==> src/core/seq_pkg.sv <==
// Constants shared by the sequencing and addressing core
package seq_pkg;

  // ----------------------------------------------------------------
  // Widths
  // ----------------------------------------------------------------
  localparam int PC_W   = 11;
  localparam int PTR_W  = 7;
  localparam int DATA_W = 8;
  localparam int RAM_W  = 7;

  // ----------------------------------------------------------------
  // Reset values
  // ----------------------------------------------------------------
  localparam logic [10:0] PC_RESET      = 11'h7ff;
  localparam logic [1:0]  PAGE_RESET    = 2'h0;
  localparam logic [6:0]  PTR_RESET     = 7'h00;
  localparam logic [7:0]  ACC_RESET     = 8'h00;
  localparam logic [1:0]  VAR_RESET     = 2'h2;

  // ----------------------------------------------------------------
  // Variant encodings: program counter width and banking
  // ----------------------------------------------------------------
  localparam logic [1:0]  VAR_PC9_UNBANKED  = 2'h0;
  localparam logic [1:0]  VAR_PC10_UNBANKED = 2'h1;
  localparam logic [1:0]  VAR_PC11_BANKED   = 2'h2;

  // ----------------------------------------------------------------
  // Field positions
  // ----------------------------------------------------------------
  localparam int PAGE_LO_POS   = 9;
  localparam int BIT8_POS      = 8;
  localparam int LOC_W         = 5;
  localparam int ALIAS_POS     = 4;
  localparam logic [4:0] IND_ADDR = 5'h00;
  localparam logic [6:0] PTR_ZERO = 7'h00;
  localparam logic [1:0] UNBANKED_TOP = 2'h3;

  // ----------------------------------------------------------------
  // Register map (byte addresses, each an aligned word)
  // ----------------------------------------------------------------
  localparam logic [7:0] ADDR_CTRL   = 8'h00;
  localparam logic [7:0] ADDR_INSTR  = 8'h04;
  localparam logic [7:0] ADDR_PC     = 8'h08;
  localparam logic [7:0] ADDR_PAGE   = 8'h0c;
  localparam logic [7:0] ADDR_PTR    = 8'h10;
  localparam logic [7:0] ADDR_ACC    = 8'h14;
  localparam logic [7:0] ADDR_STACK1 = 8'h18;
  localparam logic [7:0] ADDR_STACK2 = 8'h1c;
  localparam logic [7:0] ADDR_DATA   = 8'h20;
  localparam logic [7:0] ADDR_RDATA  = 8'h24;

  // ----------------------------------------------------------------
  // Operation codes written to the instruction register, and bus response codes
  // ----------------------------------------------------------------
  localparam logic [2:0] OP_STEP      = 3'h0;
  localparam logic [2:0] OP_JUMP      = 3'h1;
  localparam logic [2:0] OP_CALL      = 3'h2;
  localparam logic [2:0] OP_RETLIT    = 3'h3;
  localparam logic [2:0] OP_PCL_WRITE = 3'h4;
  localparam logic [2:0] OP_IND_WRITE = 3'h5;
  localparam logic [2:0] OP_IND_READ  = 3'h6;
  localparam logic [1:0] RESP_OKAY    = 2'h0;
  localparam logic [1:0] RESP_SLVERR  = 2'h2;

endpackage

==> src/core/pc_paging_stack_indirect_addr.sv <==
// Program counter paging, two-level return stack and indirect addressing
// Summary of operation
// Page overflow continues in next page, bits kept
// Jump, call, latch write use page bits
// Reset sets all counter bits to one
// Reset clears the page preselect bits
// Two stack entries, full counter width
// Call copies entry one down, pushes pc+1
// Deeper nesting silently drops oldest address
// Return pops entry one, entry two stays
// Return loads accumulator with literal
// Indirect location redirects through pointer
// Pointer zero reads return zero
// Pointer zero writes store nothing
// Pointer five bits unbanked, seven banked
// Low pointer bits select bank location
// Unbanked upper pointer bits read ones
// Upper pointer bits select one of four banks
// Low sixteen locations alias bank zero
// Counter advances by one each cycle; the code advances it only on each executed instruction
// Jump loads bits eight to zero
// Call or latch write clears bit eight
// Stack undefined at reset, bare return allowed
//
// The AXI4-Lite interface to the registers and the address map were decided locally.
`timescale 1ns/1ps
module pc_paging_stack_indirect_addr
(
  input  wire logic        aclk,
  input  wire logic        aresetn,
  input  wire logic [7:0]  s_axi_awaddr,
  input  wire logic [2:0]  s_axi_awprot,
  input  wire logic        s_axi_awvalid,
  output logic             s_axi_awready,
  input  wire logic [31:0] s_axi_wdata,
  input  wire logic [3:0]  s_axi_wstrb,
  input  wire logic        s_axi_wvalid,
  output logic             s_axi_wready,
  output logic [1:0]       s_axi_bresp,
  output logic             s_axi_bvalid,
  input  wire logic        s_axi_bready,
  input  wire logic [7:0]  s_axi_araddr,
  input  wire logic [2:0]  s_axi_arprot,
  input  wire logic        s_axi_arvalid,
  output logic             s_axi_arready,
  output logic [31:0]      s_axi_rdata,
  output logic [1:0]       s_axi_rresp,
  output logic             s_axi_rvalid,
  input  wire logic        s_axi_rready,
  output logic [10:0]      pc_out
);

  // ----------------------------------------------------------------
  // State
  // ----------------------------------------------------------------
  typedef enum logic [1:0] {W_IDLE = 2'b00, W_RESP = 2'b01} wr_state_e;

  wr_state_e   wst_q, wst_d;
  logic        aw_have_q, w_have_q;
  logic [7:0]  aw_addr_q;
  logic [31:0] w_data_q;
  logic [3:0]  w_strb_q;
  logic [1:0]  bresp_q;
  logic        rvalid_q;
  logic [31:0] rdata_q;
  logic [1:0]  rresp_q;
  logic [10:0] pc_q;
  logic [1:0]  page_preselect_bits_q;
  logic [10:0] stack_q [2];
  logic [6:0]  indirect_pointer_q;
  logic [7:0]  acc_q;
  logic [1:0]  variant_q;
  logic [7:0]  data_in_q;
  logic [7:0]  ind_rdata_q;
  logic        awready_q, wready_q, bvalid_q, arready_q;
  logic        aw_have_d, w_have_d;

  // ----------------------------------------------------------------
  // Write channel capture
  // ----------------------------------------------------------------
  logic        aw_take, w_take, wr_go, ar_take;
  logic [7:0]  wa;
  logic [31:0] wd;
  logic        wsel_ctrl, wsel_instr, wsel_page, wsel_ptr, wsel_data, wr_hit;
  logic        rd_hit;

  assign aw_take = s_axi_awvalid && !aw_have_q && (wst_q == W_IDLE);
  assign w_take  = s_axi_wvalid && !w_have_q && (wst_q == W_IDLE);
  assign wr_go   = (wst_q == W_IDLE) && (aw_have_q || aw_take) && (w_have_q || w_take);
  assign wa      = aw_have_q ? aw_addr_q : s_axi_awaddr;
  assign wd      = w_have_q ? w_data_q : s_axi_wdata;
  // Only the low strobe lane is checked; an unset low lane drops the write
  assign wsel_ctrl  = wr_go && (wa == seq_pkg::ADDR_CTRL);
  assign wsel_instr = wr_go && (wa == seq_pkg::ADDR_INSTR);
  assign wsel_page  = wr_go && (wa == seq_pkg::ADDR_PAGE);
  assign wsel_ptr   = wr_go && (wa == seq_pkg::ADDR_PTR);
  assign wsel_data  = wr_go && (wa == seq_pkg::ADDR_DATA);
  assign wr_hit     = wsel_ctrl | wsel_instr | wsel_page | wsel_ptr | wsel_data;

  logic lane0;
  assign lane0 = (w_have_q ? w_strb_q[0] : s_axi_wstrb[0]);

  // ----------------------------------------------------------------
  // Instruction decode
  // ----------------------------------------------------------------
  // Instruction word: [26:24] operation, [10:0] operand
  logic        exec;
  logic [2:0]  op;
  logic [10:0] opnd;
  assign exec = wsel_instr && lane0;
  assign op   = wd[26:24];
  assign opnd = wd[10:0];

  logic is_jump, is_call, is_ret, is_pcl, is_iw, is_ir;
  assign is_jump = exec && (op == seq_pkg::OP_JUMP);
  assign is_call = exec && (op == seq_pkg::OP_CALL);
  assign is_ret  = exec && (op == seq_pkg::OP_RETLIT);
  assign is_pcl  = exec && (op == seq_pkg::OP_PCL_WRITE);
  assign is_iw   = exec && (op == seq_pkg::OP_IND_WRITE);
  assign is_ir   = exec && (op == seq_pkg::OP_IND_READ);

  // ----------------------------------------------------------------
  // Program counter next value
  // ----------------------------------------------------------------
  // Width mask per variant: 9, 10 or 11 counter bits
  logic [10:0] pc_mask, pc_inc, pc_jump, pc_short, pc_next;
  assign pc_mask  = (variant_q == seq_pkg::VAR_PC9_UNBANKED)  ? 11'h1ff :
                    (variant_q == seq_pkg::VAR_PC10_UNBANKED) ? 11'h3ff : 11'h7ff;
  // Plain carry across the page boundary; page bits left alone
  assign pc_inc   = (pc_q + 11'h001) & pc_mask;
  assign pc_jump  = {page_preselect_bits_q, opnd[8:0]} & pc_mask;
  assign pc_short = {page_preselect_bits_q, 1'b0, opnd[7:0]} & pc_mask;
  assign pc_next  = is_jump ? pc_jump :
                    (is_call || is_pcl) ? pc_short :
                    is_ret ? (stack_q[0] & pc_mask) :
                    pc_inc;

  // ----------------------------------------------------------------
  // Pointer view
  // ----------------------------------------------------------------
  logic banked;
  logic [6:0] ptr_view;
  assign banked   = (variant_q == seq_pkg::VAR_PC11_BANKED);
  // Unbanked parts hold only five bits, the top pair reads as ones
  assign ptr_view = banked ? indirect_pointer_q :
                    {seq_pkg::UNBANKED_TOP, indirect_pointer_q[4:0]};

  logic [7:0] mem_rdata;
  seq_data_mem u_mem
  (
    .aclk   (aclk),
    .we     (is_iw),
    .ptr    (ptr_view),
    .banked (banked),
    .wdata  (data_in_q),
    .rdata  (mem_rdata)
  );

  // ----------------------------------------------------------------
  // Write response handshake
  // ----------------------------------------------------------------
  always_comb
  begin
    wst_d = wst_q;
    case (wst_q)
      W_IDLE:  if (wr_go) wst_d = W_RESP;
      W_RESP:  if (s_axi_bready) wst_d = W_IDLE;
      default: wst_d = W_IDLE;
    endcase
  end

  // Next holding state, shared by the capture flops and the readies
  assign aw_have_d = wr_go ? 1'b0 : (aw_have_q | aw_take);
  assign w_have_d  = wr_go ? 1'b0 : (w_have_q | w_take);

  // Hold whichever half of the write arrives first
  always_ff @(posedge aclk)
  begin
    if (!aresetn)
    begin
      wst_q     <= W_IDLE;
      aw_have_q <= 1'b0;
      w_have_q  <= 1'b0;
      aw_addr_q <= 8'h00;
      w_data_q  <= 32'h0000_0000;
      w_strb_q  <= 4'h0;
      bresp_q   <= seq_pkg::RESP_OKAY;
    end
    else
    begin
      wst_q     <= wst_d;
      aw_have_q <= aw_have_d;
      w_have_q  <= w_have_d;
      if (aw_take) aw_addr_q <= s_axi_awaddr;
      if (w_take) w_data_q <= s_axi_wdata;
      if (w_take) w_strb_q <= s_axi_wstrb;
      if (wr_go) bresp_q <= wr_hit ? seq_pkg::RESP_OKAY : seq_pkg::RESP_SLVERR;
    end
  end

  // Readies and response valid get flops of their own, fed from the next
  // state, so the bus sees no logic between a flop and a pin
  always_ff @(posedge aclk)
  begin
    if (!aresetn)
    begin
      awready_q <= 1'b1;
      wready_q  <= 1'b1;
      bvalid_q  <= 1'b0;
    end
    else
    begin
      awready_q <= !aw_have_d && (wst_d == W_IDLE);
      wready_q  <= !w_have_d && (wst_d == W_IDLE);
      bvalid_q  <= (wst_d == W_RESP);
    end
  end

  assign s_axi_awready = awready_q;
  assign s_axi_wready  = wready_q;
  assign s_axi_bvalid  = bvalid_q;
  assign s_axi_bresp   = bresp_q;

  // ----------------------------------------------------------------
  // Core sequencing registers
  // ----------------------------------------------------------------
  // Counter steps only when an instruction is executed
  always_ff @(posedge aclk)
  begin
    if (!aresetn)
    begin
      pc_q                  <= seq_pkg::PC_RESET;
      page_preselect_bits_q <= seq_pkg::PAGE_RESET;
      variant_q             <= seq_pkg::VAR_RESET;
      indirect_pointer_q    <= seq_pkg::PTR_RESET;
      acc_q                 <= seq_pkg::ACC_RESET;
      data_in_q             <= 8'h00;
      ind_rdata_q           <= 8'h00;
    end
    else
    begin
      if (exec) pc_q <= pc_next;
      if (wsel_page && lane0) page_preselect_bits_q <= wd[1:0];
      if (wsel_ctrl && lane0) variant_q <= wd[1:0];
      if (wsel_ptr && lane0) indirect_pointer_q <= wd[6:0];
      if (wsel_data && lane0) data_in_q <= wd[7:0];
      if (is_ret) acc_q <= opnd[7:0];
      if (is_ir) ind_rdata_q <= mem_rdata;
    end
  end

  // Stack has no reset; entry one is undefined until the first call, entry two until the second
  always_ff @(posedge aclk)
  begin
    if (is_call)
    begin
      stack_q[1] <= stack_q[0];
      stack_q[0] <= pc_inc;
    end
    else if (is_ret)
      stack_q[0] <= stack_q[1];
  end

  // ----------------------------------------------------------------
  // Read channel
  // ----------------------------------------------------------------
  logic [31:0] rmux;
  logic [7:0]  ra;
  assign ra      = s_axi_araddr;
  assign ar_take = s_axi_arvalid && !rvalid_q;
  assign rd_hit  = (ra == seq_pkg::ADDR_CTRL) || (ra == seq_pkg::ADDR_INSTR) ||
                   (ra == seq_pkg::ADDR_PC) || (ra == seq_pkg::ADDR_PAGE) ||
                   (ra == seq_pkg::ADDR_PTR) || (ra == seq_pkg::ADDR_ACC) ||
                   (ra == seq_pkg::ADDR_STACK1) || (ra == seq_pkg::ADDR_STACK2) ||
                   (ra == seq_pkg::ADDR_DATA) || (ra == seq_pkg::ADDR_RDATA);
  assign rmux    = (ra == seq_pkg::ADDR_CTRL)   ? {30'h0, variant_q} :
                   (ra == seq_pkg::ADDR_PC)     ? {21'h0, pc_q} :
                   (ra == seq_pkg::ADDR_PAGE)   ? {30'h0, page_preselect_bits_q} :
                   (ra == seq_pkg::ADDR_PTR)    ? {25'h0, ptr_view} :
                   (ra == seq_pkg::ADDR_ACC)    ? {24'h0, acc_q} :
                   (ra == seq_pkg::ADDR_STACK1) ? {21'h0, stack_q[0] & pc_mask} :
                   (ra == seq_pkg::ADDR_STACK2) ? {21'h0, stack_q[1] & pc_mask} :
                   (ra == seq_pkg::ADDR_DATA)   ? {24'h0, data_in_q} :
                   (ra == seq_pkg::ADDR_RDATA)  ? {24'h0, ind_rdata_q} :
                   32'h0000_0000;

  // One read at a time; address accepted and answered next cycle
  always_ff @(posedge aclk)
  begin
    if (!aresetn)
    begin
      rvalid_q  <= 1'b0;
      arready_q <= 1'b1;
      rdata_q   <= 32'h0000_0000;
      rresp_q  <= seq_pkg::RESP_OKAY;
    end
    else if (ar_take)
    begin
      rvalid_q  <= 1'b1;
      arready_q <= 1'b0;
      rdata_q  <= rmux;
      rresp_q  <= rd_hit ? seq_pkg::RESP_OKAY : seq_pkg::RESP_SLVERR;
    end
    else if (s_axi_rready)
    begin
      rvalid_q  <= 1'b0;
      arready_q <= 1'b1;
    end
  end

  assign s_axi_arready = arready_q;
  assign s_axi_rvalid  = rvalid_q;
  assign s_axi_rdata   = rdata_q;
  assign s_axi_rresp   = rresp_q;

  // Registered copy of the counter for the fetch side
  always_ff @(posedge aclk)
  begin
    if (!aresetn)
      pc_out <= seq_pkg::PC_RESET;
    else
      pc_out <= exec ? pc_next : pc_q;
  end

endmodule // pc_paging_stack_indirect_addr

==> src/core/seq_data_mem.sv <==
// Banked data memory reached through the indirect pointer
`timescale 1ns/1ps
module seq_data_mem
(
  input  wire logic       aclk,
  input  wire logic       we,
  input  wire logic [6:0] ptr,
  input  wire logic       banked,
  input  wire logic [7:0] wdata,
  output logic      [7:0] rdata
);

  logic [7:0] mem [0:127];
  logic [6:0] phys;
  logic       is_ind;

  // ----------------------------------------------------------------
  // Address mapping
  // ----------------------------------------------------------------
  // Low half of every bank folds onto bank zero
  assign phys   = (!banked || !ptr[seq_pkg::ALIAS_POS]) ?
                  {2'h0, ptr[4:0]} : ptr;
  assign is_ind = (ptr[4:0] == seq_pkg::IND_ADDR);
  // Indirect location has no storage and reads zero
  assign rdata  = is_ind ? 8'h00 : mem[phys];

  // Stores via the indirect location are dropped
  always_ff @(posedge aclk)
  begin
    if (we && !is_ind)
      mem[phys] <= wdata;
  end

endmodule // seq_data_mem

==> config.mk <==
export PLATFORM = sky130hd
export DESIGN_NAME = pc_paging_stack_indirect_addr
export DESIGN_NICKNAME = d
export VERILOG_FILES = /design/src/core/seq_pkg.sv /design/src/core/pc_paging_stack_indirect_addr.sv /design/src/core/seq_data_mem.sv
export SDC_FILE = /design/constraint.sdc
export NUM_CORES = 1
export LEC_CHECK = 0
export ABC_AREA = 1
export ABC_CLOCK_PERIOD_IN_PS = 3600
export BUFFER_PORTS_ARGS = -buffer_cell sky130_fd_sc_hd__buf_2
export CORE_UTILIZATION = 40
export CTS_BUF_LIST = sky130_fd_sc_hd__clkbuf_4 sky130_fd_sc_hd__clkbuf_8
export DETAILED_ROUTE_END_ITERATION = 12
export PLACE_DENSITY = 0.66
export REMOVE_ABC_BUFFERS = 1
export SLEW_MARGIN = 25
export SYNTH_ARGS = -nofsm -noshare
export SYNTH_HDL_FRONTEND = slang
export SYNTH_SLANG_ARGS = --single-unit
==> constraint.sdc <==
create_clock -name aclk -period 3.6 [get_ports aclk]
set_clock_uncertainty 0.2 [all_clocks]
set_input_delay 0.36 -clock aclk [delete_from_list [all_inputs] [get_ports aclk]]
set_output_delay 0.36 -clock aclk [all_outputs]
set_load 0.05 [all_outputs]
==> results.cfg <==
[sta]
drv_slew = 0
fmax_mhz = 302
worst_pin_slew_ns = 0.907
hold_violations = 0
rsz0062_at_grt = no
min_period_over_period = 0.919
setup_viol = 0
finalCriticalPeriod_ns = 3.31
fin_tns_setup_ns = 0
slew_headroom = 0.395

[grt]
grt_pass1_wl_um = 174000
grt_max_degree = 109
antenna_found_initial = 2
grt_pass1_vias = 30800
overflow = 0
grt_use_total = 0.201

[clocking]
cts_tree = built
cts_resized = 0
insertion_delay_ns = 0.84
htreeDepth = 4
clk_pin_slew_ns = 0.06
postCtsSetupBuffers = 0
numClockSinks = 1055
clockRootBuffer = clkbuf_8
clk_path_buf_depth = 3
cts_buffers = 169
cts_hold_repair.buffers = 71

[placed_design]
dp_hpwl_um = 66800
gp_congestion = 0.925
port_buffers = 64
dpl-instance-area_um2 = 48500
place_inst = 6210

[logic_synthesis]
synth_cell_types = 51
syn_inst = 4398
avgSynthCellArea_um2 = 10.1
synth_edf_count = 966
ys_seq_area_frac = 0.690
synthTopCellsByArea = edfxtp_1 (65%), nand2_1 (19%), dfxtp_1 (4.0%), a21oi_1 (2.5%), nor2_1 (1.6%)
async_flop_share = 0
ys_warn_count = 0
yosys_register_bits = 1055
yosysTopAreaCell = edfxtp_1
syn_area_um2 = 44600
yosysTopAreaCellShare = 0.650
synthFlopType = edfxtp_1

[power]
p_total_mw = 24.0
peakVddDrop_mv = 0.315
p_per_area_nw_per_um2 = 457
leakagePower_nw = 21.8

[setup_path]
slowest_stage = dfxtp_1
start_kind = flop
cp_data_required_time_ns = 3.95
critical-path-max-stage-delay_ns = 0.62
cp.arrival_ns = 3.66
worstSetupPathType = flop to flop
critPathCaptureType = flop
path_cells = o21ai_0, inv_1, nand2_1, nor2_2, nand3_4, nor2_2, nand2_2, nor2_8, nand2_2, nor2_1, buf_4
path_max_fanout = 14

[die]
initial_utilization = 0.403
die_w_um = 336
die_area_um2 = 113000
die_h_um = 336
placementRows = 122
core-area_um2 = 111000
io_pins = 117

[status]
status = complete, no violations

[cells_and_area]
nets = 5030
drive_above_1_share = 0.108
synthToLayoutAreaGrowth_pct = 17.7
fin_area_um2 = 52500
final_cells = 6583

[drt]
wire_per_inst_um = 17.3
viasPerCell = 4.87
vias = 32000
drt-initial-drc-count = 2914
ant_nets = 0
wl_um = 114000
drt-pass1-iter-count = 6
drc = 0

[worst_hold_path]
min_path_type = input pin to flop

[run]
maxCapViolations = 0
==> flip-flops by register name (all words and copies together), names as in the netlist <==
signal,flops
w_have_q,1
acc_q,8
u_mem.mem,944
s_axi_rresp,1
page_preselect_bits_q,2
ind_rdata_q,8
data_in_q,8
s_axi_rdata,11
variant_q,2
wst_q,2
pc_out,11
s_axi_awready,1
s_axi_arready,1
aw_addr_q,8
w_strb_q,1
aw_have_q,1
s_axi_wready,1
w_data_q,12
s_axi_rvalid,1
stack_q,22
s_axi_bvalid,1
s_axi_bresp,1
indirect_pointer_q,7
==> stage by stage <==
| stage | hold slack [ns] | setup WS (ns) | utilization |
|---|---|---|---|
| 5_1_grt | 0.180 | 0.0510 | 0.474 |
| 2_1_floorplan | 0.226 | -19.78 | - |
| 3_3_place_gp | 0.236 | 0.354 | 0.438 |
| 4_1_cts | 0.0698 | 0.310 | 0.474 |
| 6_report | 0.148 | 0.293 | 0.474 |
| 3_5_place_dp | 0.246 | 0.308 | 0.438 |
==> area by class of cell <==
cell class / count / area (um^2)
clock buffers: 231 / 2830
repair buffers: 286 / 2410
fillers: 10200 / 58200
flip-flops and latches: 1055 / 30800
diodes: 1 / 2.50
multi-input cells: 3328 / 13600
well taps: 1488 / 1860
clock inverters: 70 / 454
inverters: 124 / 482
==> logic make-up after synthesis <==
logic type | after synthesis | synth area share
and+or+nand+nor | 2584 | 0.227
other | 1 | 0.0000841
AOI/OAI and AO/OA | 399 | 0.0481
DFF | 1055 | 0.690
xor gates and xnor gates | 7 | 0.00137
adders and majority gates | 1 | 0.000280
buffers and inverters | 350 | 0.0330
muxes | 1 | 0.000224
==> placed cells by master (no fill, tap or decap), types with 5 or more instances in the layout <==
master         instances
a211oi_2               7
a21oi_1              220
a22oi_1                5
buf_12                20
buf_2                 64
buf_4                131
clkbuf_4              56
clkbuf_8             175
clkinv_1              43
clkinv_2              18
conb_1               336
dfxtp_1               78
dfxtp_4               11
dlygate4sd3_1         71
edfxtp_1             966
inv_1                112
nand2_1             2227
nand2_2                9
nand3_1               84
nand4_1               20
nor2_1               190
nor2_2                 9
nor3_1                14
o211ai_1               6
o21ai_0              131
o22ai_1                6
or2_2                 11
xor2_1                 7
==> cells in the mapped netlist, types with 2 or more instances <==
library cell and n:
a211oi_2 7, o21bai_1 2, nand4_1 20, a22oi_1 5, o21a_1 4, nand3b_1 3, nand3_1 84, o221ai_1 3
buf_2 43, o211ai_1 6, inv_1 113, a211oi_1 3, clkinv_1 7, nand2_2 9, o22ai_1 6, o2111ai_1 2
o21ai_1 3, nand2_1 2227, or2_2 11, clkbuf_1 112, o21ai_2 3, a21oi_1 220, xor2_1 7, buf_1 44
buf_4 26, dfxtp_1 89, inv_2 4, nor3_1 15, o21ai_0 132, nor2_2 5, nor2_8 2, nor2_1 194
edfxtp_1 966, nand3_2 2, nand4_4 2, nor3_2 2
==> path summary, 6_finish.rpt <==
check	start	end	slack, ns	cells after the start
worst min-delay path	s_axi_rready	s_axi_rvalid	0.15	5
worst min register to register	s_axi_rdata[4]	s_axi_rdata[4]	0.26	2
worst max-delay path	aw_have_q	u_mem.mem[14][5]	0.29	11
worst max register to register	aw_have_q	u_mem.mem[14][5]	0.29	11
==> where the power goes <==
part           switching [mW]  total, mW  internal (mW)  leakage, nW
combinational           0.388      0.555          0.166         10.1
sequential             0.0453       13.4           13.4         9.91
clock                    4.75       10.0           5.27         1.74
==> per-layer routing <==
metal,GRT usage,vias to the layer above,share of wire
met4,0.0812,0,0.034
met2,0.332,1230,0.47
li1,-,15400,-
met1,0.263,15200,0.42
met3,0.0333,238,0.073
met5,0,-,0
==> worst max-delay path, delay by kind of cell, from the launching register on <==
family                 cells  cell delay, ns
AO/OA/AOI/OAI              1            0.22
buffers and inverters      2            0.30
flip-flops                 1            0.62
AND/OR/NAND/NOR            8            1.71
Power figures use the tool's default switching activity.
